<file path="config.mk">
export PLATFORM = sky130hd
export DESIGN_NAME = tmu_top
export DESIGN_NICKNAME = d
export VERILOG_FILES = /design/src/tmu_pkg.sv /design/src/tmu_tick_gen.sv /design/src/tmu_top.sv
export SDC_FILE = /design/constraint.sdc
export NUM_CORES = 2
export LEC_CHECK = 0
export BUFFER_PORTS_ARGS = -buffer_cell sky130_fd_sc_hd__buf_2
export CAP_MARGIN = 10
export CELL_PAD_IN_SITES_DETAIL_PLACEMENT = 0
export CELL_PAD_IN_SITES_GLOBAL_PLACEMENT = 1
export CORE_ASPECT_RATIO = 0.75
export CORE_MARGIN = 5
export CORE_UTILIZATION = 45
export CTS_BUF_LIST = sky130_fd_sc_hd__clkbuf_8
export DETAILED_ROUTE_END_ITERATION = 8
export PLACE_DENSITY_LB_ADDON = 0.1
export RECOVER_POWER = 50
export SYNTH_ARGS = -nofsm -noshare
export SYNTH_HDL_FRONTEND = slang
export SYNTH_SLANG_ARGS = --single-unit
</file>
<file path="constraint.sdc">
create_clock -name clk -period 29.5 [get_ports clk]
set_clock_uncertainty 0.05 [all_clocks]
set_input_delay 1.475 -clock clk [delete_from_list [all_inputs] [get_ports clk]]
set_output_delay 1.475 -clock clk [all_outputs]
set_load 0.01 [all_outputs]
</file>
<file path="src/tmu_pkg.sv">
//------------------------------------------------------------------------------
// Purpose: constants for the timer unit with watchdog
// Assumes: byte addresses on a 32-bit register port
// Notes:   channel field layout shared by channels and watchdog control
//------------------------------------------------------------------------------
package tmu_pkg;
	// -----------------------------------------------------------------
	// register addresses
	// -----------------------------------------------------------------
	localparam logic [31:0] WD_CMP_ADDR = 32'h1000_2000;
	localparam logic [31:0] WD_RUN_ADDR = 32'h1000_2004;
	localparam logic [31:0] WD_CNT_ADDR = 32'h1000_2008;
	localparam logic [31:0] WD_CTRL_ADDR = 32'h1000_200c;
	localparam logic [31:0] RUN_STAT_ADDR = 32'h1000_2010;
	localparam logic [31:0] RUN_SET_ADDR = 32'h1000_2014;
	localparam logic [31:0] RUN_CLR_ADDR = 32'h1000_2018;
	localparam logic [31:0] STOP_STAT_ADDR = 32'h1000_201c;
	localparam logic [31:0] FLAG_ADDR = 32'h1000_2020;
	localparam logic [31:0] FLAG_CLR_ADDR = 32'h1000_2024;
	localparam logic [31:0] STOP_CLR_ADDR = 32'h1000_202c;
	localparam logic [31:0] CH_BASE_ADDR = 32'h1000_2100;
	// per-channel register index, address bits 3:2
	localparam logic [1:0] CH_FULL_IDX = 2'h0;
	localparam logic [1:0] CH_HALF_IDX = 2'h1;
	localparam logic [1:0] CH_CNT_IDX = 2'h2;
	localparam logic [1:0] CH_CTRL_IDX = 2'h3;
	// -----------------------------------------------------------------
	// field positions
	// -----------------------------------------------------------------
	localparam int SRC_PCLK_BIT = 0;
	localparam int SRC_RTC_BIT = 1;
	localparam int SRC_XTAL_BIT = 2;
	localparam int DIV_LSB = 3;
	localparam int DIV_MSB = 5;
	localparam int PWM_EN_BIT = 6;
	localparam int INITIAL_OUTPUT_LEVEL_BIT = 7;
	localparam int SD_BIT = 8;
	localparam int CH_CTRL_W = 9;
	localparam int WD_CTRL_W = 6;
	localparam int WD_STOP_BIT = 16;
	localparam int HALF_FLAG_LSB = 16;
	localparam int CH_FIVE = 5;
	// -----------------------------------------------------------------
	// reset values
	// -----------------------------------------------------------------
	localparam logic [CH_CTRL_W-1:0] CH_CTRL_RST = 9'h000;
	localparam logic [WD_CTRL_W-1:0] WD_CTRL_RST = 6'h00;
	localparam logic [15:0] CMP_RST = 16'hffff;
	localparam logic [15:0] CNT_RST = 16'h0000;
	// -----------------------------------------------------------------
	// prescaler last count for each divider code
	// -----------------------------------------------------------------
	localparam logic [9:0] DIV_LAST_1 = 10'h000;
	localparam logic [9:0] DIV_LAST_4 = 10'h003;
	localparam logic [9:0] DIV_LAST_16 = 10'h00f;
	localparam logic [9:0] DIV_LAST_64 = 10'h03f;
	localparam logic [9:0] DIV_LAST_256 = 10'h0ff;
	localparam logic [9:0] DIV_LAST_1024 = 10'h3ff;
	localparam logic [2:0] DIV_CODE_MAX = 3'h5;
endpackage : tmu_pkg

</file>
<file path="src/tmu_tick_gen.sv">
//------------------------------------------------------------------------------
// Purpose: counter clock source select and prescaler, one tick per count
// Assumes: crystal and rtc pulses are already synchronised one-cycle edges
// Notes:   reserved divider codes produce no tick
//------------------------------------------------------------------------------
`timescale 1ns/1ps
`default_nettype none
module tmu_tick_gen (
	// clock and reset
	input wire logic clk,
	input wire logic sys_rst,
	// configuration
	input wire logic [2:0] src_sel,
	input wire logic [2:0] div_code,
	input wire logic run,
	// source pulses
	input wire logic xtal_pulse,
	input wire logic rtc_pulse,
	// counter tick
	output logic tick
);
	import tmu_pkg::*;

	logic [9:0] div_cnt_reg;
	logic [9:0] div_cnt_next;

	// -----------------------------------------------------------------
	// source and divider decode
	// -----------------------------------------------------------------
	// crystal before rtc before bus clock if software sets several
	wire src_pulse = src_sel[SRC_XTAL_BIT] ? xtal_pulse :
		src_sel[SRC_RTC_BIT] ? rtc_pulse : src_sel[SRC_PCLK_BIT];
	wire code_ok = div_code <= DIV_CODE_MAX;
	wire [9:0] div_last = (div_code == 3'h0) ? DIV_LAST_1 :
		(div_code == 3'h1) ? DIV_LAST_4 :
		(div_code == 3'h2) ? DIV_LAST_16 :
		(div_code == 3'h3) ? DIV_LAST_64 :
		(div_code == 3'h4) ? DIV_LAST_256 : DIV_LAST_1024;
	wire div_wrap = div_cnt_reg >= div_last;
	assign tick = run && code_ok && src_pulse && div_wrap;
	assign div_cnt_next = !run ? 10'h000 : !src_pulse ? div_cnt_reg :
		div_wrap ? 10'h000 : div_cnt_reg + 10'h001;

	// -----------------------------------------------------------------
	// prescaler count
	// -----------------------------------------------------------------
	always_ff @(posedge clk or posedge sys_rst) begin
		if (sys_rst) begin
			div_cnt_reg <= 10'h000;
		end else begin
			div_cnt_reg <= div_cnt_next;
		end
	end

	a_div_ones: assert property (@(posedge clk) disable iff (sys_rst)
		(run && src_pulse && div_code == 3'h0) |-> tick)
		else $error("divide by one did not tick on every source pulse");
endmodule : tmu_tick_gen
`default_nettype wire

</file>
<file path="src/tmu_top.sv">
//------------------------------------------------------------------------------
// Purpose: eight timer channels with pwm, clock stop control and watchdog
// Assumes: inputs synchronous to clk except crystal and rtc clock pins
// Notes:   register port with read data one cycle after the read strobe
//------------------------------------------------------------------------------
`timescale 1ns/1ps
`default_nettype none
module tmu_top (
	// clock and reset
	input wire logic clk,
	input wire logic sys_rst,
	// register port
	input wire logic [31:0] addr,
	input wire logic [31:0] wr_data,
	input wire logic wr_stb,
	input wire logic rd_stb,
	output logic [31:0] rd_data,
	// slow clock pins
	input wire logic crystal_clock,
	input wire logic rtc_clock,
	// stop requests from the stop-set register
	input wire logic [16:0] stop_set,
	// outputs
	output logic [7:0] pwm_out,
	output logic wd_reset_req
);
	import tmu_pkg::*;

	// -----------------------------------------------------------------
	// declarations
	// -----------------------------------------------------------------
	logic xtal_s1_reg, xtal_s2_reg, xtal_s3_reg;
	logic rtc_s1_reg, rtc_s2_reg, rtc_s3_reg;
	logic [7:0] ch_stop_reg, ch_stop_next;
	logic wd_stop_reg, wd_stop_next;
	logic [7:0] ch_run_reg, ch_run_next;
	logic [15:0] flag_reg, flag_next;
	logic [15:0] ch_full [0:7];
	logic [15:0] ch_half [0:7];
	logic [15:0] ch_cnt [0:7];
	logic [CH_CTRL_W-1:0] ch_ctrl [0:7];
	logic ch_pwm [0:7];
	logic [7:0] full_hit, half_hit;
	logic [15:0] wd_cmp_reg, wd_cnt_reg;
	logic wd_run_reg, wd_rst_reg;
	logic [WD_CTRL_W-1:0] wd_ctrl_reg;
	logic [31:0] rd_data_reg;
	logic wd_tick;

	// -----------------------------------------------------------------
	// slow clock synchronisers
	// -----------------------------------------------------------------
	// rising edge seen on the second and third stage only
	always_ff @(posedge clk or posedge sys_rst) begin
		if (sys_rst) begin
			{xtal_s1_reg, xtal_s2_reg, xtal_s3_reg} <= 3'h0;
			{rtc_s1_reg, rtc_s2_reg, rtc_s3_reg} <= 3'h0;
		end else begin
			{xtal_s1_reg, xtal_s2_reg, xtal_s3_reg} <= {crystal_clock, xtal_s1_reg, xtal_s2_reg};
			{rtc_s1_reg, rtc_s2_reg, rtc_s3_reg} <= {rtc_clock, rtc_s1_reg, rtc_s2_reg};
		end
	end
	wire xtal_pulse = xtal_s2_reg && !xtal_s3_reg;
	wire rtc_pulse = rtc_s2_reg && !rtc_s3_reg;

	// -----------------------------------------------------------------
	// address decode
	// -----------------------------------------------------------------
	wire stop_clr_wr = wr_stb && addr == STOP_CLR_ADDR;
	wire run_set_wr = wr_stb && addr == RUN_SET_ADDR;
	wire run_clr_wr = wr_stb && addr == RUN_CLR_ADDR;
	wire flag_clr_wr = wr_stb && addr == FLAG_CLR_ADDR;
	wire wd_cmp_wr = wr_stb && addr == WD_CMP_ADDR && !wd_stop_reg;
	wire wd_run_wr = wr_stb && addr == WD_RUN_ADDR && !wd_stop_reg;
	wire wd_cnt_wr = wr_stb && addr == WD_CNT_ADDR && !wd_stop_reg;
	wire wd_ctrl_wr = wr_stb && addr == WD_CTRL_ADDR && !wd_stop_reg;
	wire ch_area = addr[31:7] == CH_BASE_ADDR[31:7] && addr[1:0] == 2'h0;
	wire [2:0] ch_idx = addr[6:4];
	wire [1:0] ch_reg = addr[3:2];

	// -----------------------------------------------------------------
	// clock stop bits
	// -----------------------------------------------------------------
	// writes of 0 leave a bit alone; a stop request wins over a clear
	wire [7:0] ch_stop_clr = stop_clr_wr ? wr_data[7:0] : 8'h00;
	wire wd_stop_clr = stop_clr_wr && wr_data[WD_STOP_BIT];
	assign ch_stop_next = (ch_stop_reg & ~ch_stop_clr) | stop_set[7:0];
	assign wd_stop_next = (wd_stop_reg && !wd_stop_clr) || stop_set[WD_STOP_BIT];
	always_ff @(posedge clk or posedge sys_rst) begin
		if (sys_rst) begin
			ch_stop_reg <= 8'h00;
			wd_stop_reg <= 1'b0;
		end else begin
			ch_stop_reg <= ch_stop_next;
			wd_stop_reg <= wd_stop_next;
		end
	end

	// -----------------------------------------------------------------
	// channel run bits and match flags
	// -----------------------------------------------------------------
	// a stopped channel ignores set and clear
	wire [7:0] run_set = run_set_wr ? wr_data[7:0] & ~ch_stop_reg : 8'h00;
	wire [7:0] run_clr = run_clr_wr ? wr_data[7:0] & ~ch_stop_reg : 8'h00;
	assign ch_run_next = (ch_run_reg | run_set) & ~run_clr;
	wire [15:0] flag_clr = flag_clr_wr ?
		{wr_data[HALF_FLAG_LSB+7:HALF_FLAG_LSB], wr_data[7:0]} : 16'h0000;
	assign flag_next = (flag_reg & ~flag_clr) | {half_hit, full_hit};
	always_ff @(posedge clk or posedge sys_rst) begin
		if (sys_rst) begin
			ch_run_reg <= 8'h00;
			flag_reg <= 16'h0000;
		end else begin
			ch_run_reg <= ch_run_next;
			flag_reg <= flag_next;
		end
	end

	// -----------------------------------------------------------------
	// timer channels
	// -----------------------------------------------------------------
	for (genvar i = 0; i < 8; i++) begin : g_ch
		logic tick;
		wire run_ok = ch_run_reg[i] && !ch_stop_reg[i];
		wire wr_me = wr_stb && ch_area && ch_idx == 3'(i) && !ch_stop_reg[i];
		wire half_ok = ch_half[i] <= ch_full[i];
		wire eq_full = ch_cnt[i] == ch_full[i];
		wire eq_half_raw = ch_cnt[i] == ch_half[i];
		wire full_sig = tick && eq_full;
		wire half_sig = tick && eq_half_raw && half_ok;
		wire pwm_en = ch_ctrl[i][PWM_EN_BIT];
		wire initial_output_level = ch_ctrl[i][INITIAL_OUTPUT_LEVEL_BIT];

		tmu_tick_gen u_tick (
			.clk(clk),
			.sys_rst(sys_rst),
			.src_sel(ch_ctrl[i][SRC_XTAL_BIT:SRC_PCLK_BIT]),
			.div_code(ch_ctrl[i][DIV_MSB:DIV_LSB]),
			.run(run_ok),
			.xtal_pulse(xtal_pulse),
			.rtc_pulse(rtc_pulse),
			.tick(tick)
		);

		// channel five flags on plain equality at any time
		assign full_hit[i] = (i == CH_FIVE) ? eq_full : full_sig;
		assign half_hit[i] = (i == CH_FIVE) ? eq_half_raw : half_sig;
		assign pwm_out[i] = ch_pwm[i];

		// configuration and compare values
		always_ff @(posedge clk or posedge sys_rst) begin
			if (sys_rst) begin
				ch_full[i] <= CMP_RST;
				ch_half[i] <= CMP_RST;
				ch_ctrl[i] <= CH_CTRL_RST;
			end else if (wr_me) begin
				if (ch_reg == CH_FULL_IDX) ch_full[i] <= wr_data[15:0];
				if (ch_reg == CH_HALF_IDX) ch_half[i] <= wr_data[15:0];
				if (ch_reg == CH_CTRL_IDX) ch_ctrl[i] <= wr_data[CH_CTRL_W-1:0];
			end
		end

		// up counter, wraps after the full match
		always_ff @(posedge clk or posedge sys_rst) begin
			if (sys_rst) begin
				ch_cnt[i] <= CNT_RST;
			end else if (wr_me && ch_reg == CH_CNT_IDX) begin
				ch_cnt[i] <= wr_data[15:0];
			end else if (tick) begin
				ch_cnt[i] <= eq_full ? 16'h0000 : ch_cnt[i] + 16'h0001;
			end
		end

		// pwm level: full match restores, half match inverts
		always_ff @(posedge clk or posedge sys_rst) begin
			if (sys_rst) begin
				ch_pwm[i] <= 1'b0;
			end else if (!pwm_en) begin
				ch_pwm[i] <= initial_output_level;
			end else if (!run_ok && ch_ctrl[i][SD_BIT]) begin
				ch_pwm[i] <= initial_output_level; // abrupt shutdown
			end else if (full_sig) begin
				ch_pwm[i] <= initial_output_level;
			end else if (half_sig) begin
				ch_pwm[i] <= !initial_output_level;
			end
		end

		a_half_gate: assert property (@(posedge clk) disable iff (sys_rst)
			(ch_half[i] > ch_full[i] && pwm_en && run_ok && !full_sig && !wr_me)
				|=> ch_pwm[i] == $past(ch_pwm[i]))
			else $error("half match with half above full");
		a_pwm_period: assert property (@(posedge clk) disable iff (sys_rst)
			(full_sig && pwm_en && !(wr_me && ch_reg == CH_CNT_IDX)) |=> ch_pwm[i] == $past(initial_output_level)
				&& ch_cnt[i] == 16'h0000)
			else $error("full match did not restart period");
	end

	// -----------------------------------------------------------------
	// watchdog
	// -----------------------------------------------------------------
	wire wd_run_ok = wd_run_reg && !wd_stop_reg;
	wire wd_match = wd_run_ok && wd_cnt_reg == wd_cmp_reg;

	tmu_tick_gen u_wd_tick (
		.clk(clk),
		.sys_rst(sys_rst),
		.src_sel(wd_ctrl_reg[SRC_XTAL_BIT:SRC_PCLK_BIT]),
		.div_code(wd_ctrl_reg[DIV_MSB:DIV_LSB]),
		.run(wd_run_ok),
		.xtal_pulse(xtal_pulse),
		.rtc_pulse(rtc_pulse),
		.tick(wd_tick)
	);

	// watchdog registers, upper control bits dropped
	always_ff @(posedge clk or posedge sys_rst) begin
		if (sys_rst) begin
			wd_cmp_reg <= CMP_RST;
			wd_run_reg <= 1'b0;
			wd_ctrl_reg <= WD_CTRL_RST;
		end else begin
			if (wd_cmp_wr) wd_cmp_reg <= wr_data[15:0];
			if (wd_run_wr) wd_run_reg <= wr_data[0];
			if (wd_ctrl_wr) wd_ctrl_reg <= wr_data[WD_CTRL_W-1:0];
		end
	end

	// 16-bit up counter on the prescaler tick
	always_ff @(posedge clk or posedge sys_rst) begin
		if (sys_rst) begin
			wd_cnt_reg <= CNT_RST;
		end else if (wd_cnt_wr) begin
			wd_cnt_reg <= wr_data[15:0];
		end else if (wd_tick) begin
			wd_cnt_reg <= wd_cnt_reg + 16'h0001;
		end
	end

	// reset request sticks until system reset
	always_ff @(posedge clk or posedge sys_rst) begin
		if (sys_rst) begin
			wd_rst_reg <= 1'b0;
		end else if (wd_match) begin
			wd_rst_reg <= 1'b1;
		end
	end
	assign wd_reset_req = wd_rst_reg;

	// -----------------------------------------------------------------
	// read path
	// -----------------------------------------------------------------
	wire [15:0] ch_rd_val = ch_stop_reg[ch_idx] ? 16'h0000 :
		(ch_reg == CH_FULL_IDX) ? ch_full[ch_idx] :
		(ch_reg == CH_HALF_IDX) ? ch_half[ch_idx] :
		(ch_reg == CH_CNT_IDX) ? ch_cnt[ch_idx] :
		{{(16-CH_CTRL_W){1'b0}}, ch_ctrl[ch_idx]};
	wire [31:0] flag_rd = {8'h00, flag_reg[15:8], 8'h00, flag_reg[7:0]};
	wire [31:0] stop_rd = {15'h0000, wd_stop_reg, 8'h00, ch_stop_reg};
	wire [31:0] wd_rd = (addr == WD_CMP_ADDR) ? {16'h0000, wd_cmp_reg} :
		(addr == WD_RUN_ADDR) ? {31'h0, wd_run_reg} :
		(addr == WD_CNT_ADDR) ? {16'h0000, wd_cnt_reg} :
		{26'h0, wd_ctrl_reg};
	wire wd_area = addr[31:4] == WD_CMP_ADDR[31:4] && addr[1:0] == 2'h0;
	wire [31:0] rd_mux = (wd_area && !wd_stop_reg) ? wd_rd :
		ch_area ? {16'h0000, ch_rd_val} :
		(addr == RUN_STAT_ADDR) ? {24'h0, ch_run_reg} :
		(addr == STOP_STAT_ADDR) ? stop_rd :
		(addr == FLAG_ADDR) ? flag_rd : 32'h0000_0000;

	// read data stand one cycle only
	always_ff @(posedge clk or posedge sys_rst) begin
		if (sys_rst) begin
			rd_data_reg <= 32'h0000_0000;
		end else begin
			rd_data_reg <= rd_stb ? rd_mux : 32'h0000_0000;
		end
	end
	assign rd_data = rd_data_reg;

	// -----------------------------------------------------------------
	// checks
	// -----------------------------------------------------------------
	a_stop_clear: assert property (@(posedge clk) disable iff (sys_rst)
		(stop_clr_wr && stop_set == 17'h0) |=>
			(ch_stop_reg & $past(wr_data[7:0])) == 8'h00)
		else $error("channel stop bit not cleared");
	a_stop_keep: assert property (@(posedge clk) disable iff (sys_rst)
		(stop_clr_wr && stop_set == 17'h0) |=>
			(ch_stop_reg & ~$past(wr_data[7:0])) == ($past(ch_stop_reg) & ~$past(wr_data[7:0])))
		else $error("stop bit changed by a zero write");
	a_wd_unstop: assert property (@(posedge clk) disable iff (sys_rst)
		(stop_clr_wr && wr_data[16] && !stop_set[16]) |=> !wd_stop_reg)
		else $error("watchdog stop bit not cleared");
	a_start_bit: assert property (@(posedge clk) disable iff (sys_rst)
		(run_set_wr && wr_data[0] && !ch_stop_reg[0]) |=> ch_run_reg[0])
		else $error("channel did not start");
	a_halt_bit: assert property (@(posedge clk) disable iff (sys_rst)
		(run_clr_wr && wr_data[7] && !ch_stop_reg[7]) |=> !ch_run_reg[7])
		else $error("channel did not stop");
	a_five_flag: assert property (@(posedge clk) disable iff (sys_rst)
		(ch_cnt[5] == ch_full[5] || ch_cnt[5] == ch_half[5]) |=>
			(flag_reg[5] || flag_reg[13]))
		else $error("channel five flag missed");
	a_wd_request: assert property (@(posedge clk) disable iff (sys_rst)
		wd_match |=> wd_reset_req [*3])
		else $error("watchdog reset request late or dropped");
	a_wd_cause: assert property (@(posedge clk) disable iff (sys_rst)
		$rose(wd_reset_req) |-> $past(wd_cnt_reg == wd_cmp_reg && wd_run_ok))
		else $error("watchdog reset without a match");
	a_wd_gated: assert property (@(posedge clk) disable iff (sys_rst)
		(wd_stop_reg && !wd_cnt_wr) |=> wd_cnt_reg == $past(wd_cnt_reg))
		else $error("stopped watchdog counted");
	a_wd_upper: assert property (@(posedge clk) disable iff (sys_rst)
		(rd_stb && addr == WD_CTRL_ADDR) |=> rd_data[31:6] == 26'h0)
		else $error("watchdog control upper bits not zero");
endmodule : tmu_top
`default_nettype wire

</file>
-- Yosys cells after proc, flatten, opt, wreduce, memory -nomap -nowiden
Index checks and enable logic that the tools add are counted.
- register bits: 657
- latch bits: 0
- RAM bits: 0
- ROM bits: 0
- input bits: 87
- memories kept: 0
- $add $sub $neg: 18
- multiply operators: 0
- div/mod/pow operators: 0
- magnitude comparators: 28
- equal/unequal tests: 93
- shift-type cells: 0
- multiplexer cells: 179
- bitwise gates (word level): 12
- reductions and logical operators: 187
- operators with widths (kind ; number):
    $mux W10 ; 72
    $mux W16 ; 40
    $eq A32 B29 Y1 const B ; 11
    $eq A16 B16 Y1 ; 17
    $add A16 B1 Y16 const B ; 9
    $bmux W16 S3 ; 3
    $mux W24 ; 6
    $le A16 B16 Y1 ; 8
    $logic_and A1 B1 Y1 ; 113
    $add A10 B1 Y10 const B ; 9
    $ge A10 B10 Y1 ; 9
    $eq A3 B2 Y1 const B ; 20
    $mux W1 ; 51
    $reduce_and A2 Y1 ; 24
    $eq A3 B3 Y1 const B ; 13
    $ne A4 B1 Y1 const B ; 8
    $eq A3 B1 Y1 const B ; 10
    $logic_not A3 Y1 ; 10
    $eq A28 B25 Y1 const B ; 1
    $logic_not A1 Y1 ; 28
    $bmux W9 S3 ; 1
    $le A3 B3 Y1 const B ; 9
    $eq A25 B22 Y1 const B ; 1
    $and A8 B8 Y8 ; 3
    17 further kinds ; 41

-- Longest topological paths before layout
- depth after elaboration: 14
- depth in mapped cells: 13
- depth with buffers taken out: 11

-- By module
From an unflattened synthesis, not the netlist that was laid out.
- cell total of the unflattened synthesis: 4412
- area total of the unflattened synthesis: 44142.3 µm²
- modules (own cells, without submodules) (module ; instances ; cells each ; area an instance (µm²)):
    tmu_top ; 1 ; 3584 ; 36508.8
    tmu_tick_gen (g_ch[2].u_tick ...) ; 7 ; 92 ; 847.1
    tmu_tick_gen (g_ch[0].u_tick ...) ; 2 ; 92 ; 852.1

-- Worst setup path after synthesis
OpenSTA, ideal clock, no wires.
- path kind: in2reg
- start: input addr[4]
- end: register rd_data_reg[10] (netlist: rd_data[10])
- setup time: 0.131 ns
- arrival time: 3.446 ns
- required time: 29.319 ns
- setup slack: 25.873 ns
- stages on the path: 8
- buffers on the path: 4
- cell sequence: buf_4 > buf_2 > buf_2 > buf_2 > mux4_2 > mux4_2 > a22oi_1 > o22ai_1
- cells in the longest elaborated chain, start to end: 11
- elaborated cells between the ends (all ways): 32
- those cells by class: eq/ne (6); mux (23); bitwise (1); reduce/logical (2)
- ends and longest elaborated chain (item ; line ; RTL):
    start, declared ; tmu_top.sv:13 ; input wire logic [31:0] addr,
    $not A3 Y4 (implied by the code) ; tmu_top.sv:254, tmu_top.sv:255, tmu_top.sv:256 ;
    $bmux W16 S3 ; tmu_top.sv:256 ; (ch_reg == CH_CNT_IDX) ? ch_cnt[ch_idx] :
    $mux W16 (implied by the code) (2 in series) ; tmu_top.sv:256 ;
    $mux W16 ; tmu_top.sv:256 ;
    $mux W16 ; tmu_top.sv:255 ; (ch_reg == CH_HALF_IDX) ? ch_half[ch_idx] :
    $mux W16 ; tmu_top.sv:254 ; (ch_reg == CH_FULL_IDX) ? ch_full[ch_idx] :
    $mux W16 ; tmu_top.sv:253 ; wire [15:0] ch_rd_val = ch_stop_reg[ch_idx] ? 16'h0000 :
    $mux W24 ; tmu_top.sv:266 ; ch_area ? {16'h0000, ch_rd_val} :
    $mux W24 * ; tmu_top.sv:265 ; wire [31:0] rd_mux = (wd_area && !wd_stop_reg) ? wd_rd :
    $mux W24 * ; tmu_top.sv:276 ; rd_data_reg <= rd_stb ? rd_mux : 32'h0000_0000;
    end signal, assigned ; tmu_top.sv:276 ;
    end, declared ; tmu_top.sv:47 ; logic [31:0] rd_data_reg;
Every way passes the cells marked *; elsewhere a longest branch is shown, timed or not. The select of a mux whose other input is x is not followed.
A chain may end at the register's enable or synchronous reset.

==> results_dict.tcl <==
set metrics [dict create \
    finalWeightedCongestion 1.01 \
    antenna_found_initial 14 \
    clk_latency_ns 0.84 \
    num_vias 33600 \
    postCtsSetupBuffers 0 \
    period_share_pct 44.5 \
    path_cells "clkbuf_1, clkinvlp_2, clkbuf_1, clkbuf_1" \
    drc 0 \
    drive_above_1_share_pct 26.1 \
    timing_hold_violations_final 0 \
    finalNonFillerCells 5491 \
    final_cell_mix "dfrtp_1, mux2_2, nor2_1, dfstp_2, a21oi_1" \
    max_freq_ghz 0.0762 \
    end_kind "asynchronous set/reset pin" \
    synth_top_area_share_pct 22.5 \
    grt_max_degree 149 \
    cts_sinks 657 \
    grt_pass1_vias 32000 \
    first_pass_iters 7 \
    synth_top_cell_by_area "dfrtp_1" \
    core_area_mm2 0.0949 \
    track_usage_pct 29.9 \
    status "finished, violations left" \
    synth-seq-area-share_pct 39.1 \
    crit_slowest_cell "clkbuf_1" \
    largestRegisters "ch_cnt (128), ch_full (128), ch_half (128)" \
    wl_per_cell_um 28.1 \
    cts_max_path_buffers 3 \
    overflow 0 \
    ctsHoldBuffers 0 \
    layout.nets 4460 \
    avgSynthCellArea_um2 10.4 \
    path_class "in2async" \
    slew_headroom_pct -452 \
    arrival_ns 11.92 \
    clk_pin_slew_ns 0.06 \
    violations "capacitance limit, slew limit" \
    grt_pass1_wl_mm 225 \
    synth_edf_count 0 \
    die_area_mm2 0.102 \
    mostFrequentLayoutCell "dfrtp_1" \
    yosysWarnings 0 \
    dp_hpwl_mm 110 \
    ys_ff_latch 657 \
    startpoint_type "primary input" \
    portBuffers 103 \
    max_stage_delay_ns 5.76 \
    p_leak_nw 19.2 \
    vias_per_cell 6.12 \
    synth-async-reset-ratio_pct 100 \
    die_h_um 277 \
    area_growth_pct 8.60 \
    numCtsBuffers 113 \
    tns_ns 0 \
    cp.required_ns 28.30 \
    yosys.cell_types.count 82 \
    cpMostUsedCell "clkbuf_1" \
    maxSlewViolCount 609 \
    cts_root_buf "clkbuf_8" \
    path_delay_family "buffers and inverters" \
    totalWireLength_mm 155 \
    critPathMaxFanout 148 \
    dominantRegCellSynth "dfrtp_1" \
    cts_max_level 3 \
    syn_area_mm2 0.0429 \
    synth_area_leaders "dfrtp_1, dfstp_2, mux2_2" \
    hold_class "reg2reg" \
    syn_inst 4139 \
    finalSetupViolations 0 \
    ios 128 \
    die_w_um 366 \
    rsz0062_at_grt "false" \
    initial_utilization_pct 45.2 \
    ir_drop_mv 0.0303 \
    power_density_mw_per_mm2 40.2 \
    cap_violations 11 \
    worst_pin_slew_ns 8.29 \
    period_minus_slack_ns 13.12 \
    dpl.cell_count 5271 \
    crit_buf_inv 4 \
    cts_tree "built" \
    drt_iter0_drc 3502 \
    rows 98 \
    antenna_left 0 \
    cts_resized 0 \
]
layout make-up:
class / instances / area [µm²]
Fill cell: 8919 / 48300
Multi-Input combinational cell: 3012 / 24200
Sequential cell: 657 / 16800
Clock buffer: 139 / 1910
Tap cell: 1250 / 1560
Timing Repair Buffer: 153 / 838
Inverter: 200 / 752
Clock inverter: 72 / 472
Antenna cell: 8 / 20.0
synth_stat cells (9+ instances only):
cell / n
nand2b_1: 35
o31a_1: 35
a22oi_1: 16
mux4_2: 141
nand2_1: 218
inv_1: 199
buf_4: 12
a31oi_1: 29
buf_1: 22
nor2_1: 271
or3b_2: 10
nand3_1: 128
dfstp_2: 272
nand4_1: 85
o22ai_1: 11
nor3b_1: 21
and2_1: 22
o21ai_0: 200
o31ai_1: 10
a21o_1: 51
and3_1: 68
a211oi_1: 24
buf_2: 55
o21a_1: 44
ha_1: 236
o311ai_0: 14
nor3_1: 44
o211ai_1: 39
nand2_2: 13
a21oi_1: 247
mux2_2: 369
a22o_1: 9
xor2_1: 180
mux2i_1: 32
clkbuf_1: 183
nor4_1: 50
dfrtp_1: 385
xnor2_1: 154
nor2b_1: 61
worst reg2reg max path, delay by kind of cell, from the launching register on:
| family | cells | cell delay (ns) |
|---|---|---|
| AO/OA/AOI/OAI | 3 | 0.83 |
| buffers and inverters | 2 | 1.12 |
| flip-flops | 1 | 0.34 |
| multiplexers | 1 | 0.17 |
| AND/OR/NAND/NOR | 4 | 1.46 |
where the power goes:
part | total (mW) | internal [mW] | leakage (nW) | switching [mW]
logic | 0.0790 | 0.0165 | 10.4 | 0.0624
registers | 0.904 | 0.904 | 7.39 | 0.000223
clock network | 0.891 | 0.471 | 1.39 | 0.420
logic make-up after synthesis:
group                    after synthesis  share of synthesized area [%]
multiplexers                         542                           17.8
flip-flops                           657                           39.1
other                                  1                        0.00874
buffers and inverters                477                           4.50
XOR/XNOR                             334                           6.82
AO/OA/AOI/OAI                        800                           11.8
adder cells (fa/ha/maj)              236                           6.89
AND/OR/NAND/NOR                     1092                           13.1
final timing paths:
path | end | cells after the start | start | slack, ns
max | g_ch[7].u_tick.div_cnt_reg[3] | 4 | sys_rst | 16.38
min reg2reg | xtal_s2_reg | 0 | xtal_s1_reg | 0.31
max in group clk | ch_half[63] | 7 | addr[3] | 23.30
max reg2reg | ch_cnt[106] | 10 | rtc_s2_reg | 25.46
min in group asynchronous | ch_cnt[85] | 2 | sys_rst | 1.82
min | xtal_s2_reg | 0 | xtal_s1_reg | 0.31
layer usage:
layer / global-route usage, % / part of all wire [%] / wire length (µm)
met3: 10.4 / 11 / 17000
met4: 7.84 / 2.6 / 4070
met5: 1.36 / 0.11 / 172
met1: 45.2 / 47 / 72100
met2: 40.4 / 40 / 61300
stage by stage:
| step | hold WS, ns | area (µm²) | utilization [%] | power (mW) | worst slack [ns] |
|---|---|---|---|---|---|
| 2_1_floorplan | 0.281 | 42900 | - | 0.964 | 10.01 |
| 3_3_place_gp | 0.284 | 44300 | 46.7 | 0.999 | 24.07 |
| 3_5_place_dp | 0.288 | 44300 | 46.7 | 0.999 | 24.12 |
| 4_1_cts | 0.311 | 46700 | 49.2 | 1.89 | 25.00 |
| 5_1_grt | 0.319 | 46600 | 49.1 | 1.94 | 14.03 |
| 6_report | 0.309 | 46600 | 49.1 | 1.87 | 16.38 |
(Power assumes the default switching activity.)
